### src/inc/cat_regs.svh
// register map, field codes and reset values of the timer core
// assumes a 32-bit AXI4-Lite slave with 8-bit byte addresses
`ifndef CAT_REGS_SVH
`define CAT_REGS_SVH

`define CAT_ADDR_W 8
`define CAT_OFF_CTRL 8'h18
`define CAT_OFF_CAPTURE_RELOAD_VALUE 8'h1c
`define CAT_OFF_AUX 8'h2c
`define CAT_OFF_CORE 8'h30
`define CAT_OFF_STATUS 8'h38
`define CAT_OFF_MASK 8'h3c

`define CAT_RST_CTRL 16'h0000
`define CAT_CTRL_WMASK 16'hdfff
`define CAT_RST_CAPTURE_RELOAD_VALUE 16'h0000
`define CAT_RST_COUNT 16'h0000
`define CAT_COUNT_MAX 16'hffff

`define CAT_ST_CORE 0
`define CAT_ST_AUX 1
`define CAT_ST_CAP 2

`define CAT_MODE_TIMER 3'h0
`define CAT_MODE_COUNTER 3'h1
`define CAT_MODE_GATED_LOW 3'h2
`define CAT_MODE_GATED_HIGH 3'h3

`define CAT_EDGE_RISE 3'h1
`define CAT_EDGE_FALL 3'h2
`define CAT_EDGE_ANY 3'h3

`define CAT_BPS_DIV4 2'h0
`define CAT_BPS_DIV2 2'h1
`define CAT_BPS_DIV16 2'h2
`define CAT_BPS_DIV8 2'h3
`define CAT_LAST_DIV4 4'h3
`define CAT_LAST_DIV2 4'h1
`define CAT_LAST_DIV16 4'hf
`define CAT_LAST_DIV8 4'h7

`define CAT_RESP_OKAY 2'h0
`define CAT_RESP_SLVERR 2'h2

`endif

### src/inc/cat_pkg.sv
// types of the timer core: control layout, pin bundle, module state
// assumes cat_regs.svh for all numeric constants
`default_nettype none
package cat_pkg;

  typedef struct packed {
    logic reload_en;
    logic clear_en;
    logic rsvd;
    logic [1:0] bps;
    logic toggle_latch;
    logic out_en;
    logic ext_dir_en;
    logic dir;
    logic run;
    logic [2:0] mode;
    logic [2:0] in_sel;
  } cat_ctrl_t;

  typedef struct packed {
    logic ext_dir;
    logic count_in;
    logic capture;
  } cat_pins_t;

  typedef enum logic [2:0] {
    CAT_SEL_NONE,
    CAT_SEL_CTRL,
    CAT_SEL_CAPTURE_RELOAD_VALUE,
    CAT_SEL_AUX,
    CAT_SEL_CORE,
    CAT_SEL_STATUS,
    CAT_SEL_MASK
  } cat_sel_t;

  typedef struct packed {
    cat_ctrl_t ctrl;
    logic [15:0] core_cnt;
    logic [15:0] aux_cnt;
    logic [15:0] capture_reload_value;
    logic [2:0] status;
    logic [2:0] mask;
    logic [3:0] div_cnt;
    logic [7:0] pre_cnt;
    cat_pins_t sync1;
    cat_pins_t sync2;
    cat_pins_t samp;
    logic aw_hold;
    logic [7:0] awaddr;
    logic w_hold;
    logic [31:0] wdata;
    logic [3:0] wstrb;
    logic bvalid;
    logic [1:0] bresp;
    logic rvalid;
    logic [31:0] rdata;
    logic [1:0] rresp;
  } cat_state_t;

endpackage
`default_nettype wire

### src/rtl/cat_timer.sv
// core/auxiliary timer pair with capture/reload register, AXI4-Lite slave
// assumes pins_in are asynchronous; everything else on clk_in
//
// Overview of operation
// aux timer: 16-bit, software rw, hardware counts
// core timer: 16-bit, software rw, hardware counts
// capture/reload register: software rw, capture updates
// input select: prescale or counter edge
// mode field selects timer, counter, gated modes
// software never writes reserved mode codes
// core counts only while run bit set
// direction bit: zero up, one down
// external direction input used only when enabled
// output enable drives toggle latch to pin
// toggle latch flips on wrap, software writable
// block prescaler divides by 4,2,16,8
// reserved bit 13 reads zero
// clear enable zeroes core on capture
// reload enable reloads core from capture register
// wrap sets interrupt request flag
// external direction is input xor direction bit
// reload happens in the wrapping cycle
`include "cat_regs.svh"
`default_nettype none
module cat_timer (
  input wire logic clk_in,
  input wire logic rst_in,
  input wire logic clk_en_in,
  input wire cat_pkg::cat_pins_t pins_in,
  input wire logic s_axi_awvalid_in,
  output logic s_axi_awready_out,
  input wire logic [7:0] s_axi_awaddr_in,
  input wire logic s_axi_wvalid_in,
  output logic s_axi_wready_out,
  input wire logic [31:0] s_axi_wdata_in,
  input wire logic [3:0] s_axi_wstrb_in,
  output logic s_axi_bvalid_out,
  input wire logic s_axi_bready_in,
  output logic [1:0] s_axi_bresp_out,
  input wire logic s_axi_arvalid_in,
  output logic s_axi_arready_out,
  input wire logic [7:0] s_axi_araddr_in,
  output logic s_axi_rvalid_out,
  input wire logic s_axi_rready_in,
  output logic [31:0] s_axi_rdata_out,
  output logic [1:0] s_axi_rresp_out,
  output logic core_toggle_output_pin_out,
  output logic core_toggle_output_pin_oe_out,
  output logic irq_out
);

  cat_pkg::cat_state_t s_reg;
  cat_pkg::cat_state_t s_next;
  logic basic_tick;
  logic pre_tick;
  logic count_tick;
  logic core_step;
  logic dir_down;
  logic core_wrap;
  logic cap_evt;
  logic aux_step;
  logic aux_wrap;
  logic do_wr;
  cat_pkg::cat_sel_t wr_sel;
  cat_pkg::cat_sel_t rd_sel;
  logic [7:0] pre_mask;

  function automatic cat_pkg::cat_sel_t decode(input logic [7:0] addr);
    case (addr)
      `CAT_OFF_CTRL: decode = cat_pkg::CAT_SEL_CTRL;
      `CAT_OFF_CAPTURE_RELOAD_VALUE: decode = cat_pkg::CAT_SEL_CAPTURE_RELOAD_VALUE;
      `CAT_OFF_AUX: decode = cat_pkg::CAT_SEL_AUX;
      `CAT_OFF_CORE: decode = cat_pkg::CAT_SEL_CORE;
      `CAT_OFF_STATUS: decode = cat_pkg::CAT_SEL_STATUS;
      `CAT_OFF_MASK: decode = cat_pkg::CAT_SEL_MASK;
      default: decode = cat_pkg::CAT_SEL_NONE;
    endcase
  endfunction

  function automatic logic [15:0] merge16(input logic [15:0] old, input logic [31:0] data,
                                          input logic [3:0] strb);
    merge16 = old;
    if (strb[0]) begin
      merge16[7:0] = data[7:0];
    end
    if (strb[1]) begin
      merge16[15:8] = data[15:8];
    end
  endfunction

  function automatic logic [3:0] div_last(input logic [1:0] bps);
    case (bps)
      `CAT_BPS_DIV4: div_last = `CAT_LAST_DIV4;
      `CAT_BPS_DIV2: div_last = `CAT_LAST_DIV2;
      `CAT_BPS_DIV16: div_last = `CAT_LAST_DIV16;
      default: div_last = `CAT_LAST_DIV8;
    endcase
  endfunction

  function automatic logic [31:0] read_mux(input cat_pkg::cat_sel_t sel,
                                           input cat_pkg::cat_state_t s);
    read_mux = 32'h0000_0000;
    case (sel)
      cat_pkg::CAT_SEL_CTRL: read_mux[15:0] = s.ctrl;
      cat_pkg::CAT_SEL_CAPTURE_RELOAD_VALUE: read_mux[15:0] = s.capture_reload_value;
      cat_pkg::CAT_SEL_AUX: read_mux[15:0] = s.aux_cnt;
      cat_pkg::CAT_SEL_CORE: read_mux[15:0] = s.core_cnt;
      cat_pkg::CAT_SEL_STATUS: read_mux[2:0] = s.status;
      cat_pkg::CAT_SEL_MASK: read_mux[2:0] = s.mask;
      default: read_mux = 32'h0000_0000;
    endcase
  endfunction

  assign s_axi_awready_out = !s_reg.aw_hold;
  assign s_axi_wready_out = !s_reg.w_hold;
  assign s_axi_bvalid_out = s_reg.bvalid;
  assign s_axi_bresp_out = s_reg.bresp;
  assign s_axi_arready_out = !s_reg.rvalid;
  assign s_axi_rvalid_out = s_reg.rvalid;
  assign s_axi_rdata_out = s_reg.rdata;
  assign s_axi_rresp_out = s_reg.rresp;
  // pin always carries the latch; the enable decides whether it leaves the block
  assign core_toggle_output_pin_out = s_reg.ctrl.toggle_latch;
  assign core_toggle_output_pin_oe_out = s_reg.ctrl.out_en;
  assign irq_out = |(s_reg.status & s_reg.mask);

  always_comb begin
    s_next = s_reg;
    s_next.sync1 = pins_in;
    s_next.sync2 = s_reg.sync1;

    // basic clock: non-linear divider code
    basic_tick = (s_reg.div_cnt >= div_last(s_reg.ctrl.bps));
    s_next.div_cnt = basic_tick ? 4'h0 : s_reg.div_cnt + 4'h1;
    // pins are sampled on the basic clock; an edge is two samples that differ
    cap_evt = basic_tick && s_reg.sync2.capture && !s_reg.samp.capture;
    if (basic_tick) begin
      s_next.samp = s_reg.sync2;
      s_next.pre_cnt = s_reg.pre_cnt + 8'h01;
    end
    pre_mask = (8'h01 << s_reg.ctrl.in_sel) - 8'h01;
    pre_tick = basic_tick && ((s_reg.pre_cnt & pre_mask) == pre_mask);

    count_tick = 1'b0;
    case (s_reg.ctrl.mode)
      `CAT_MODE_TIMER: count_tick = pre_tick;
      `CAT_MODE_COUNTER: begin
        // in counter mode the input select picks the active edge
        case (s_reg.ctrl.in_sel)
          `CAT_EDGE_RISE: count_tick = basic_tick && s_reg.sync2.count_in
                                       && !s_reg.samp.count_in;
          `CAT_EDGE_FALL: count_tick = basic_tick && !s_reg.sync2.count_in
                                       && s_reg.samp.count_in;
          `CAT_EDGE_ANY: count_tick = basic_tick
                                      && (s_reg.sync2.count_in != s_reg.samp.count_in);
          default: count_tick = 1'b0;
        endcase
      end
      `CAT_MODE_GATED_LOW: count_tick = pre_tick && !s_reg.samp.count_in;
      `CAT_MODE_GATED_HIGH: count_tick = pre_tick && s_reg.samp.count_in;
      // reserved codes keep the timer still
      default: count_tick = 1'b0;
    endcase

    core_step = s_reg.ctrl.run && count_tick;
    dir_down = s_reg.ctrl.ext_dir_en ? (s_reg.samp.ext_dir ^ s_reg.ctrl.dir)
                                     : s_reg.ctrl.dir;
    core_wrap = core_step && (dir_down ? (s_reg.core_cnt == 16'h0000)
                                       : (s_reg.core_cnt == `CAT_COUNT_MAX));
    aux_step = basic_tick && s_reg.ctrl.run;
    aux_wrap = aux_step && (s_reg.aux_cnt == `CAT_COUNT_MAX);

    if (core_step) begin
      if (core_wrap && s_reg.ctrl.reload_en) begin
        s_next.core_cnt = s_reg.capture_reload_value;
      end else if (dir_down) begin
        s_next.core_cnt = s_reg.core_cnt - 16'h0001;
      end else begin
        s_next.core_cnt = s_reg.core_cnt + 16'h0001;
      end
    end
    if (cap_evt && s_reg.ctrl.clear_en) begin
      s_next.core_cnt = 16'h0000;
    end
    if (core_wrap) begin
      s_next.ctrl.toggle_latch = !s_reg.ctrl.toggle_latch;
    end
    if (aux_step) begin
      s_next.aux_cnt = s_reg.aux_cnt + 16'h0001;
    end
    if (cap_evt) begin
      s_next.capture_reload_value = s_reg.aux_cnt;
    end
    s_next.status = s_reg.status | {cap_evt, aux_wrap, core_wrap};

    // write channel: address and data accepted in either order
    if (s_axi_awvalid_in && !s_reg.aw_hold) begin
      s_next.aw_hold = 1'b1;
      s_next.awaddr = s_axi_awaddr_in;
    end
    if (s_axi_wvalid_in && !s_reg.w_hold) begin
      s_next.w_hold = 1'b1;
      s_next.wdata = s_axi_wdata_in;
      s_next.wstrb = s_axi_wstrb_in;
    end
    if (s_reg.bvalid && s_axi_bready_in) begin
      s_next.bvalid = 1'b0;
    end
    do_wr = s_reg.aw_hold && s_reg.w_hold && !s_reg.bvalid;
    wr_sel = decode(s_reg.awaddr);
    if (do_wr) begin
      s_next.aw_hold = 1'b0;
      s_next.w_hold = 1'b0;
      s_next.bvalid = 1'b1;
      s_next.bresp = (wr_sel == cat_pkg::CAT_SEL_NONE) ? `CAT_RESP_SLVERR : `CAT_RESP_OKAY;
      // software writes override same-cycle hardware updates of the value, except in status where a same-cycle event still sets its bit
      case (wr_sel)
        cat_pkg::CAT_SEL_CTRL: begin
          s_next.ctrl = merge16(s_reg.ctrl, s_reg.wdata, s_reg.wstrb);
          s_next.ctrl.rsvd = 1'b0;
        end
        cat_pkg::CAT_SEL_CAPTURE_RELOAD_VALUE: s_next.capture_reload_value = merge16(s_reg.capture_reload_value, s_reg.wdata,
                                                          s_reg.wstrb);
        cat_pkg::CAT_SEL_AUX: s_next.aux_cnt = merge16(s_reg.aux_cnt, s_reg.wdata,
                                                        s_reg.wstrb);
        cat_pkg::CAT_SEL_CORE: s_next.core_cnt = merge16(s_reg.core_cnt, s_reg.wdata,
                                                          s_reg.wstrb);
        cat_pkg::CAT_SEL_STATUS: begin
          // write-one-to-clear, a same-cycle event still sets its bit
          if (s_reg.wstrb[0]) begin
            s_next.status = (s_reg.status & ~s_reg.wdata[2:0])
                            | {cap_evt, aux_wrap, core_wrap};
          end
        end
        cat_pkg::CAT_SEL_MASK: begin
          if (s_reg.wstrb[0]) begin
            s_next.mask = s_reg.wdata[2:0];
          end
        end
        default: s_next.bresp = `CAT_RESP_SLVERR;
      endcase
    end

    rd_sel = decode(s_axi_araddr_in);
    if (s_axi_arvalid_in && !s_reg.rvalid) begin
      s_next.rvalid = 1'b1;
      s_next.rdata = read_mux(rd_sel, s_reg);
      s_next.rresp = (rd_sel == cat_pkg::CAT_SEL_NONE) ? `CAT_RESP_SLVERR : `CAT_RESP_OKAY;
    end else if (s_reg.rvalid && s_axi_rready_in) begin
      s_next.rvalid = 1'b0;
    end
  end

  always_ff @(posedge clk_in) begin
    if (rst_in) begin
      s_reg <= '0;
      s_reg.ctrl <= cat_pkg::cat_ctrl_t'(`CAT_RST_CTRL);
      s_reg.capture_reload_value <= `CAT_RST_CAPTURE_RELOAD_VALUE;
      s_reg.core_cnt <= `CAT_RST_COUNT;
      s_reg.aux_cnt <= `CAT_RST_COUNT;
    end else if (clk_en_in) begin
      s_reg <= s_next;
    end
  end

  logic core_wr;
  logic ctrl_wr;
  logic capture_reload_value_wr;
  logic aux_wr;
  logic status_wr;
  assign core_wr = do_wr && (wr_sel == cat_pkg::CAT_SEL_CORE);
  assign ctrl_wr = do_wr && (wr_sel == cat_pkg::CAT_SEL_CTRL);
  assign capture_reload_value_wr = do_wr && (wr_sel == cat_pkg::CAT_SEL_CAPTURE_RELOAD_VALUE);
  assign aux_wr = do_wr && (wr_sel == cat_pkg::CAT_SEL_AUX);
  assign status_wr = do_wr && (wr_sel == cat_pkg::CAT_SEL_STATUS);
endmodule
`default_nettype wire

### config.mk
export PLATFORM = sky130hd
export DESIGN_NAME = cat_timer
export DESIGN_NICKNAME = d
export VERILOG_FILES = /design/src/inc/cat_pkg.sv /design/src/rtl/cat_timer.sv
export VERILOG_INCLUDE_DIRS = /design/src /design/src/inc
export SDC_FILE = /design/constraint.sdc
export NUM_CORES = 1
export LEC_CHECK = 0
export ABC_AREA = 0
export ABC_CLOCK_PERIOD_IN_PS = 7200
export BUFFER_PORTS_ARGS = -buffer_cell sky130_fd_sc_hd__buf_2
export CAP_MARGIN = 40
export CELL_PAD_IN_SITES_DETAIL_PLACEMENT = 0
export CELL_PAD_IN_SITES_GLOBAL_PLACEMENT = 2
export CORE_ASPECT_RATIO = 0.7
export CORE_MARGIN = 2
export CORE_UTILIZATION = 25
export CTS_CLUSTER_DIAMETER = 120
export CTS_CLUSTER_SIZE = 28
export DETAILED_ROUTE_END_ITERATION = 10
export HOLD_SLACK_MARGIN = 0.1
export PLACE_DENSITY_LB_ADDON = 0.1
export SYNTH_ARGS = -nofsm -noshare
export SYNTH_HDL_FRONTEND = slang
export SYNTH_SLANG_ARGS = --single-unit
### constraint.sdc
create_clock -name clk_in -period 7.2 [get_ports clk_in]
set_input_delay 1.08 -clock clk_in [delete_from_list [all_inputs] [get_ports clk_in]]
set_output_delay 1.08 -clock clk_in [all_outputs]
set_load 0.02 [all_outputs]
**Word-level counts from Yosys, hierarchy flattened**

Cells that the tools add are included.
Widths: inputs -> output; s select.

- Add/subtract/negate cells: 6
- Magnitude comparators: 1
- Equality and inequality tests: 43
- Shifts and indexed selects: 1
- Multiplexer cells: 41
- Bitwise logic cells: 7
- Reduce and logical (&&, ||, !) cells: 61

Operators with widths:

| kind | count |
|---|---|
| $mux 16 | 9 |
| $mux 65 | 1 |
| $eq 8x6->1 const B | 8 |
| $pmux 3 s6 | 3 |
| $pmux 13 s4 | 1 |
| $mux 37 | 1 |
| $add 16x1->16 const B | 2 |
| $eq 16x16->1 const B | 2 |
| $eq 8x5->1 const B | 4 |
| $reduce_and 2->1 | 16 |
| $eq 3x2->1 const B | 8 |
| $mux 8 | 3 |
| $logic_and 1x1->1 | 23 |
| $ne 3x3->1 const B | 7 |
| $eq 3x3->1 const B | 6 |
| $mux 3 | 6 |
| $logic_not 16->1 | 1 |
| $sub 16x1->16 const B | 1 |
| $eq 3x1->1 const B | 4 |
| $pmux 4 s3 | 1 |
| $reduce_and 4->1 | 3 |
| $mux 11 | 1 |
| $logic_not 3->1 | 3 |
| $mux 9 | 1 |
| other kinds (24) | 45 |

- Bits in registers: 158
- Output and inout port bits: 44
- Logic and storage cells: 199

**Depth between registers and ports, before layout**

Gate-level depths: netlist of the first run.

- Depth in word-level cells: 15
- Depth in mapped cells: 13
- Gate-level depth less buffers: 11

**Least setup slack after synthesis of the first run**

OpenSTA, ideal clock, no wires.

- Kind: input to register
- Start point: input s_axi_araddr_in[5]
- End point: register s_reg, in the netlist s_axi_rdata_out[12]
- Library setup time: 0.065 ns
- Arrival: 2.649 ns
- Data required time: 7.135 ns
- Setup slack: 4.486 ns
- Stages on the path: 10
- Path buffers: 3
- Cell sequence: clkbuf_1 > nand3b_1 > nor2_1 > and2_1 > clkbuf_1 > clkbuf_1 > a222oi_1 > a21oi_1 > a21oi_1 > nor2_1

- Cells in the longest elaborated chain, start to end: 4
- Elaborated cells between the ends (all ways): 12
- Those cells by class: eq/ne (10); mux (2)

Ends and longest elaborated chain:

| what | RTL line | RTL |
|---|---|---|
| start: declaration | cat_timer.sv:42 | `input wire logic [7:0] s_axi_araddr_in,` |
| $eq 8x6->1 or $eq 8x5->1 (tied branches) | cat_timer.sv:69 | `case (addr)` |
| $pmux 3 s6 (*) | cat_timer.sv:69 |  |
| $eq 3x3->1 (tied with other cells) | cat_timer.sv:103 | `case (sel)` |
| $pmux 13 s4 (*) | cat_timer.sv:103 |  |
| end signal: assignment | cat_timer.sv:262 | `s_reg <= s_next;` |
| end: declaration | cat_timer.sv:52 | `cat_pkg::cat_state_t s_reg;` |

Every way passes the cells marked *; elsewhere a longest branch is shown, timed or not.
A chain may end at the register's enable or synchronous reset.

**Worst setup path after layout of the first run**

- Start point: register s_reg[171] (netlist name)
- End point: register s_reg[151] (netlist name)

- Cells in the longest elaborated chain, start to end: 15
- Elaborated cells between the ends (all ways): 26
- Those cells by class: order compare (1); eq/ne (2); mux (8); reduce/logical (15)

Ends and longest elaborated chain:

| what | RTL line | RTL |
|---|---|---|
| $eq 2x2->1 (tied with other cells) | cat_timer.sv:92 | `case (bps)` |
| $pmux 4 s3 (*) | cat_timer.sv:92 |  |
| $ge 4x4->1 (*) | cat_timer.sv:133 | `basic_tick = (s_reg.div_cnt >= div_last(s_reg.ctrl.bps));` |
| $logic_and 1x1->1 (on tied branches) | cat_timer.sv:152, cat_timer.sv:150 |  |
| $logic_and 1x1->1 (on tied branches) | cat_timer.sv:153, cat_timer.sv:151 |  |
| $pmux 1 s3 | cat_timer.sv:149 | `case (s_reg.ctrl.in_sel)` |
| $pmux 1 s4 | cat_timer.sv:145 | `case (s_reg.ctrl.mode)` |
| $logic_and 1x1->1 | cat_timer.sv:165 | `core_step = s_reg.ctrl.run && count_tick;` |
| $logic_and 1x1->1 | cat_timer.sv:168 | `core_wrap = core_step && (dir_down ? (s_reg.core_cnt == 16'h0000)` |
| $logic_and 1x1->1 | cat_timer.sv:174 | `if (core_wrap && s_reg.ctrl.reload_en) begin` |
| $mux 16 | cat_timer.sv:174 |  |
| $mux 16 | cat_timer.sv:173 | `if (core_step) begin` |
| $mux 16 (*) | cat_timer.sv:182 | `if (cap_evt && s_reg.ctrl.clear_en) begin` |
| $mux 16 | cat_timer.sv:217 | `case (wr_sel)` |
| $mux 65 (*) | cat_timer.sv:211 | `if (do_wr) begin` |

Marks and branches as above.

==> run_results.csv, run 1 <==
group,metric,value,unit
sta,fin_ws,3730,ps
grt,overflow,0,
final_layout,num_antenna_cells,0,
clock_tree,clk_latency,440,ps
detailed_routing,wire_per_inst,20.1,um
sta,fin_crit_sh,48.3,%
floorplan,coreArea,31200,um^2
power_and_ir_drop,ir_worst_vdd,0.122,mV
clock_tree,path_clk_slew,60,ps
sta,tightest_slew,835,ps
sta,finalMaxSlewViolations,0,
detailed_routing,drt_first_pass_iters,6,
sta,relSlewSlack,43.9,%
clock_tree,clock-root-buffer,"clkbuf_16",
worst_setup_path,critPathKind,"flip-flop to flip-flop",
sta,fmax,0.288,GHz
detailed_routing,drtAntennaViolNets,0,
worst_setup_path,crit_buf_inv,0,
sta,finalWorstPathRequiredPeriod,3470,ps
synth,ys_warn_count,0,
final_layout,largest_register_ffs,112,
clock_tree,ctsResizeCount,0,
status,status,"complete, no violations",
worst_setup_path,path_cells,"nor2b_1, ha_1, a21o_1, a211o_1, nand2_1, nor2_1, nand3_1, a31oi_1, o21ai_0",
clock_tree,post-cts-setup-buffers,0,
clock_tree,cts_tree,"yes",
clock_tree,htree_levels,4,
worst_setup_path,critPathTopFamily,"simple AND/OR/NAND/NOR gates",
worst_setup_path,crit_path_start_kind,"flip-flop",
detailed_routing,first_iter_violations,650,
grt,track_usage,17.9,%
synth,post-synth-top-area-cell,"dfxtp_1",
synth,syn_inst,1002,
power_and_ir_drop,p_per_area,196,nW/um^2
final_layout,fill_cells,3462,
min_path,hp-class,"flip-flop to flip-flop",
synth,syn_area_per_cell,7.92,um^2
placement,pre_cts_slack,3570,ps
clock_tree,clk_path_buf_depth,2,
synth,synth_ff_type,"dfxtp_1",
sta,clock_skew,10.6,ps
synth,synth_edf_count,0,
grt,grt_start_max_net_pins,67,
synth,ys_async_sr_fraction,0,%
synth,synth.most_common_cell,"dfxtp_1",
floorplan,die_area,33200,um^2
synth,yosys.cell_types.count,77,
grt,grt_pass1_vias,6737,
placement,port_buffers,70,
grt,antenna_found_initial,0,
sta,holdWs,459,ps
placement,gp_congestion,0.760,
job,max-cap-violations,0,
placement,place_hpwl,21700,um
sta,hold_violations,0,
worst_setup_path,slowest_stage,"nand3_1",
power_and_ir_drop,leakagePower,3.42,nW
detailed_routing,drc,0,
clock_tree,cts_inserted_buffers,17,
sta,finalSetupViolCount,0,
floorplan,io_pins,107,
floorplan,rows,54,
sta,rsz0062_at_grt,"false",
worst_setup_path,critPathCaptureType,"flip-flop",
synth,synth_area,7940,um^2
clock_tree,clock_sinks,137,
final_layout,area_growth,13.6,%
floorplan,die_h,153,um
detailed_routing,finalWirelength,29300,um
sta,setup_tns,0,ps
synth,yosysSeqAreaShare,34.5,%
worst_setup_path,cp.required,7500,ps
worst_setup_path,slowest_delay,690,ps
final_layout,drive_above_1_share,12.6,%
clock_tree,hold_buffers,0,
floorplan,start_util,25.4,%
grt,grt_pass1_wl,44600,um
worst_setup_path,worstPathArrival,3780,ps
worst_setup_path,worstPathMaxFanout,9,
detailed_routing,viasPerCell,4.97,
synth,netlist.area_leader.share,34.5,%
floorplan,die_w,217,um
synth,synth_common_cells,"dfxtp_1 (137), nor2_1 (123), nand2_1 (118), a21oi_1 (95), mux2i_1 (45)",
synth,synthTopCellsByArea,"dfxtp_1 (35%), a21oi_1 (6.0%), nor2_1 (5.8%), mux2i_1 (5.7%), nand2_1 (5.6%)",
synth,ys_ff_latch,137,
detailed_routing,num_vias,7250,
final_layout,nets,1112,
==> layer usage <==
| layer | share of wire, % | GRT usage (%) | up-vias | wire length (um) |
|---|---|---|---|---|
| met5 | 0 | 0 | - | 0 |
| met4 | 0.72 | 4.11 | 0 | 210 |
| met3 | 3.9 | 2.99 | 11 | 1130 |
| met2 | 39 | 23.3 | 128 | 11300 |
| met1 | 57 | 29.4 | 3484 | 16700 |
| li1 | - | - | 3627 | - |
==> final cells by class <==
type                            instances  area, um^2  area share [%]
Timing Repair Buffer                   83         453            5.02
Sequential cell                       137        2740            30.4
Multi-Input combinational cell        763        4640            51.4
Clock inverter                         10        95.1            1.05
Inverter                               25        93.8            1.04
Clock buffer                           21         470            5.22
Tap cell                              420         526            5.83
==> worst min-delay path: stages, from the launching register on <==
cell and delay, ps:
dfxtp_1 310, nand2_1 50, a21oi_1 50
==> final timing paths <==
path / startpoint / cells after the start / slack, ps / to
worst max register to register: s_reg[171] / 9 / 3730 / s_reg[151]
worst min-delay path: s_reg[89] / 2 / 460 / s_reg[86]
worst max-delay path: s_reg[171] / 9 / 3730 / s_reg[151]
worst min register to register: s_reg[89] / 2 / 460 / s_reg[86]
==> cells by family after synthesis <==
group	synth area share (%)
other cells	0.0472
flops	34.5
mux	5.96
compound gates	22.8
fa+ha+maj	3.56
xor+xnor	2.52
simple gates	22.7
buf+inv	7.85
==> power breakdown <==
part	internal, W	total [W]	switching, W
clock network	0.000501	0.000863	0.000362
logic	0.0000354	0.000108	0.0000728
registers	0.000772	0.000795	0.0000227
total	0.00131	0.00177	0.000458
==> per-stage QoR <==
step	power (W)	util (%)	instances	area, um^2
final	0.00177	28.9	1459	9020
after CTS	0.00180	28.9	1459	9020
after floorplan	0.000884	-	1019	8000
after global routing	0.00184	28.9	1459	9020
after global placement	0.000920	27.0	1424	8420
after detailed placement	0.000921	27.1	1428	8450
==> cells in the final DEF (no fill, tap or decap), types with 5 or more instances in the layout <==
cell / instances
o211ai_1: 19
buf_4: 11
dfxtp_1: 137
nor2_1: 123
a31oi_1: 9
nand3_1: 28
xor2_1: 12
clkbuf_16: 17
o31ai_1: 6
conb_1: 18
nand3b_1: 5
a22oi_1: 12
a21oi_1: 95
nor3_1: 32
o21ai_0: 39
buf_2: 71
nand4_1: 14
a211oi_1: 17
o22ai_1: 13
inv_1: 24
a21o_1: 6
nand2_1: 118
ha_1: 21
or3_1: 7
and3_1: 7
xnor2_1: 9
mux2i_1: 45
o21a_1: 6
a222oi_1: 15
nor2b_1: 8
nor4_1: 7
Note: power is estimated with default switching activity, not from simulation.
==> inputs of run 2 (changes only) <==
--- a/config.mk
+++ b/config.mk
@@ -7,7 +7,7 @@
 export NUM_CORES = 1
 export LEC_CHECK = 0
 export ABC_AREA = 0
-export ABC_CLOCK_PERIOD_IN_PS = 7200
+export ABC_CLOCK_PERIOD_IN_PS = 2900
 export BUFFER_PORTS_ARGS = -buffer_cell sky130_fd_sc_hd__buf_2
 export CAP_MARGIN = 40
 export CELL_PAD_IN_SITES_DETAIL_PLACEMENT = 0
==> constraint.sdc (replaced) <==
create_clock -name clk_in -period 2.9 [get_ports clk_in]
set_input_delay 0.435 -clock clk_in [delete_from_list [all_inputs] [get_ports clk_in]]
set_output_delay 0.435 -clock clk_in [all_outputs]
set_load 0.02 [all_outputs]
==> run_results.csv, run 2 (same netlist as run 1, synthesis figures left out) <==
group,metric,value,unit
status,status,"complete, no violations",
final_layout,num_antenna_cells,0,
floorplan,die_area,33200,um^2
clock_tree,htree_levels,4,
detailed_routing,num_vias,7551,
final_layout,final_cell_mix,"dfxtp_1 (136), nor2_1 (123), nand2_1 (118), a21oi_1 (93), buf_2 (71)",
final_layout,post-route-util,30.5,%
grt,grt_start_max_net_pins,67,
clock_tree,hold_buffers,0,
grt,grt_pass1_vias,7028,
final_layout,final_cells,1515,
sta,fmax,0.356,GHz
detailed_routing,drc,0,
final_layout,nets,1167,
placement,place_hpwl,22500,um
worst_setup_path,worstPathArrival,3140,ps
sta,finalMaxSlewViolations,0,
job,max-cap-violations,0,
sta,finalWorstPathRequiredPeriod,2810,ps
floorplan,start_util,25.4,%
final_layout,regArea,2740,um^2
grt,grt_pass1_wl,45400,um
placement,gp_congestion,0.840,
sta,rsz0062_at_grt,"true",
power_and_ir_drop,p_per_area,458,nW/um^2
clock_tree,clock_sinks,137,
worst_setup_path,crit_path_start_kind,"flip-flop",
clock_tree,clock-root-buffer,"clkbuf_16",
final_layout,largest_register_ffs,112,
final_layout,fill_cells,3432,
worst_setup_path,critPathCaptureType,"flip-flop",
grt,overflow,0,
sta,tightest_slew,812,ps
grt,antenna_found_initial,0,
floorplan,die_h,153,um
sta,hold_violations,0,
sta,finalSetupViolCount,0,
clock_tree,clk_latency,440,ps
worst_setup_path,cp.required,3230,ps
worst_setup_path,critPathKind,"flip-flop to flip-flop",
clock_tree,cts_inserted_buffers,17,
clock_tree,clk_path_buf_depth,2,
power_and_ir_drop,power,0.00436,W
detailed_routing,drtAntennaViolNets,0,
final_layout,layout_commonest_cell,"dfxtp_1",
sta,setup_tns,0,ps
clock_tree,path_clk_slew,60,ps
min_path,hp-class,"primary input to flip-flop",
power_and_ir_drop,leakagePower,3.70,nW
grt,track_usage,18.3,%
final_layout,area_growth,20.0,%
floorplan,io_pins,107,
detailed_routing,drt_first_pass_iters,7,
final_layout,multi_input_area,4720,um^2
floorplan,die_w,217,um
power_and_ir_drop,ir_worst_vdd,0.287,mV
sta,relSlewSlack,45.7,%
placement,place_inst,1480,
detailed_routing,wire_per_inst,19.9,um
detailed_routing,first_iter_violations,606,
floorplan,coreArea,31200,um^2
detailed_routing,viasPerCell,4.98,
sta,fin_crit_sh,96.9,%
floorplan,rows,54,
sta,clock_skew,9.94,ps
clock_tree,cts_tree,"yes",
placement,port_buffers,70,
final_layout,drive_above_1_share,18.3,%
detailed_routing,finalWirelength,30200,um
worst_setup_path,worstPathMaxFanout,5,
[run 2: worst max-delay path, stage by stage, from the launching register on]
cell and delay, ps:
dfxtp_1 330, or3_1 350, ha_1 300, nor2_1 50, a211oi_2 220, o2111ai_2 160, o31ai_4 400, buf_6 180
nor3b_2 210, buf_4 150, a31oi_1 80, o221a_2 270
[run 2: stage by stage]
stage	hold slack [ps]	setup slack, ps	cell area [um^2]
floorplan	431	191	8000
detailed placement	469	-130	8850
finish	227	91.0	9520
global placement	451	-187	8840
global route	207	-19.6	9520
CTS	201	4.62	9420
[run 2: final cells by class]
cell class	count	area share (%)
Inverter	25	0.985
Clock inverter	9	0.683
Multi-Input combinational cell	763	49.6
Sequential cell	137	28.8
Clock buffer	23	5.23
Timing Repair Buffer	138	9.18
Tap cell	420	5.52
[run 2: final timing paths]
check	start	end	slack [ps]	cells past startpoint
worst max-delay path	s_reg[160]	core_toggle_output_pin_out	90	11
worst min-delay path	s_axi_awaddr_in[1]	s_reg[76]	230	3
worst max register to register	s_reg[160]	core_toggle_output_pin_out	90	11
worst min register to register	s_axi_rvalid_out	s_axi_rvalid_out	480	2
[run 2: where the power goes]
group | internal (W) | total (W) | switching (W)
combinational | 0.0000989 | 0.000286 | 0.000187
sequential | 0.00192 | 0.00197 | 0.0000540
clock | 0.00121 | 0.00211 | 0.000901
total | 0.00322 | 0.00436 | 0.00114
[run 2: metal layers]
metal	global-route usage, %	part of all wire [%]	wire [um]	vias to the layer above
li1	-	-	-	3747
met1	29.9	57	17000	3644
met2	23.6	38	11500	141
met3	3.44	4.2	1260	19
met4	4.17	0.99	299	0
met5	0	0	0	-
[run 2: what timing repair did]
item / 4_1_cts / 5_1_grt
gates resized for setup: 2 / 18
cloned: 0 / 1
setup buffers: 0 / 2
pin swaps: 0 / 3
endpoints found under the setup margin: 2 / 15
==> inputs of run 3 (changes only) <==
--- a/config.mk
+++ b/config.mk
@@ -19,7 +19,7 @@
 export CTS_CLUSTER_SIZE = 28
 export DETAILED_ROUTE_END_ITERATION = 10
 export HOLD_SLACK_MARGIN = 0.1
-export PLACE_DENSITY_LB_ADDON = 0.1
+export PLACE_DENSITY = 0.6
 export SYNTH_ARGS = -nofsm -noshare
 export SYNTH_HDL_FRONTEND = slang
 export SYNTH_SLANG_ARGS = --single-unit
==> run_results.csv, run 3 (same netlist as run 1, synthesis figures left out) <==
group,metric,value,unit
sta,clock_skew,10.4,ps
job,max-cap-violations,0,
grt,antenna_found_initial,0,
clock_tree,hold_buffers,0,
clock_tree,path_clk_slew,70,ps
final_layout,layout_commonest_cell,"dfxtp_1",
floorplan,die_w,217,um
worst_setup_path,critPathKind,"flip-flop to flip-flop",
detailed_routing,viasPerCell,4.99,
sta,tightest_slew,846,ps
final_layout,post-route-util,30.1,%
grt,overflow,0,
sta,finalWorstPathRequiredPeriod,2750,ps
clock_tree,ctsResizeCount,0,
floorplan,coreArea,31200,um^2
power_and_ir_drop,p_per_area,474,nW/um^2
placement,pre_cts_slack,74.4,ps
worst_setup_path,worstPathArrival,3100,ps
final_layout,num_antenna_cells,0,
placement,place_hpwl,21500,um
grt,grt_start_max_net_pins,73,
worst_setup_path,cp.required,3250,ps
final_layout,final_cells,1504,
power_and_ir_drop,ir_worst_vdd,0.313,mV
power_and_ir_drop,power,0.00445,W
final_layout,stdcell_area,9400,um^2
detailed_routing,drc,0,
clock_tree,post-cts-setup-buffers,0,
clock_tree,clock_sinks,137,
final_layout,area_growth,18.4,%
placement,place_area,8800,um^2
detailed_routing,wire_per_inst,19.2,um
final_layout,drive_above_1_share,16.3,%
floorplan,die_h,153,um
clock_tree,cts_inserted_buffers,17,
worst_setup_path,critPathCaptureType,"flip-flop",
floorplan,io_pins,107,
clock_tree,clk_path_buf_depth,2,
grt,grt_pass1_wl,43800,um
power_and_ir_drop,leakagePower,3.64,nW
sta,relSlewSlack,43.6,%
grt,grt_pass1_vias,6899,
final_layout,largest_register_ffs,112,
clock_tree,cts_tree,"yes",
placement,gp_congestion,0.783,
status,status,"complete, no violations",
sta,hold_violations,0,
grt,track_usage,17.4,%
final_layout,fill_cells,3421,
sta,fin_ws,149,ps
detailed_routing,first_iter_violations,635,
placement,port_buffers,70,
clock_tree,clock-root-buffer,"clkbuf_16",
sta,finalMaxSlewViolations,0,
placement,place_inst,1473,
final_layout,final_cell_mix,"dfxtp_1 (137), nor2_1 (123), nand2_1 (118), a21oi_1 (94), buf_2 (69)",
sta,fin_crit_sh,94.9,%
floorplan,die_area,33200,um^2
sta,finalSetupViolCount,0,
floorplan,rows,54,
detailed_routing,finalWirelength,28800,um
worst_setup_path,worstPathMaxFanout,5,
detailed_routing,drtAntennaViolNets,0,
sta,rsz0062_at_grt,"true",
detailed_routing,num_vias,7512,
final_layout,nets,1157,
detailed_routing,drt_first_pass_iters,6,
clock_tree,clk_latency,440,ps
worst_setup_path,crit_path_start_kind,"flip-flop",
clock_tree,htree_levels,4,
floorplan,start_util,25.4,%
min_path,hp-class,"primary input to flip-flop",
sta,fmax,0.363,GHz
run 3: cell count changes in the layout (fill, tap and decap cells not counted), sizes merged:
cell / previous run / this run
buf: 138 / 128
bufinv: 0 / 2
clkinvlp: 5 / 4
clkbuf: 23 / 21
run 3: per-layer routing:
metal  part of all wire (%)  vias up  global-route usage [%]
met5                      0        -                       0
met4                    1.4        0                    5.09
met3                    5.6       25                    4.10
met2                     37      196                    22.0
met1                     56     3567                    28.1
li1                       -     3724                       -
run 3: worst max-delay path, cell delays in order (launching register included):
cell and delay [ps]:
dfxtp_1 350, nand2_1 140, xnor2_4 190, buf_4 170, ha_1 340, o21ai_0 130
o21ai_1 190, nand3_1 120, and4_1 230, o31ai_1 340, xnor2_1 160, a2111oi_2 290
run 3: final cells by class:
class / count / area [um^2] / area share [%]
timing repair buffer: 128 / 801 / 8.52
tap: 420 / 526 / 5.59
sequential: 137 / 2740 / 29.2
clock inverter: 10 / 121 / 1.29
multi-input combinational: 763 / 4660 / 49.6
inverter: 25 / 93.8 / 0.999
clock buffer: 21 / 450 / 4.79
run 3: per-stage QoR:
step,hold slack (ps),setup TNS [ps]
final,223,0
after floorplan,431,0
after global placement,460,0
after detailed placement,461,0
after CTS,202,0
after global routing,220,-60.7
run 3: power breakdown:
group          leakage, nW  total, W  switching (W)  internal, W
Sequential            1.11   0.00197      0.0000575      0.00192
Clock                0.266   0.00220       0.000918      0.00129
Combinational         2.27  0.000275       0.000180    0.0000947
run 3: path summary, 6_finish.rpt:
check	startpoint	end	cells past startpoint	slack [ps]
worst max-delay path	s_reg[86]	s_reg[158]	11	150
worst max register to register	s_reg[86]	s_reg[158]	11	150
worst min register to register	s_axi_bresp_out[1]	s_axi_bresp_out[1]	2	460
worst min-delay path	s_axi_wdata_in[11]	s_reg[53]	3	220
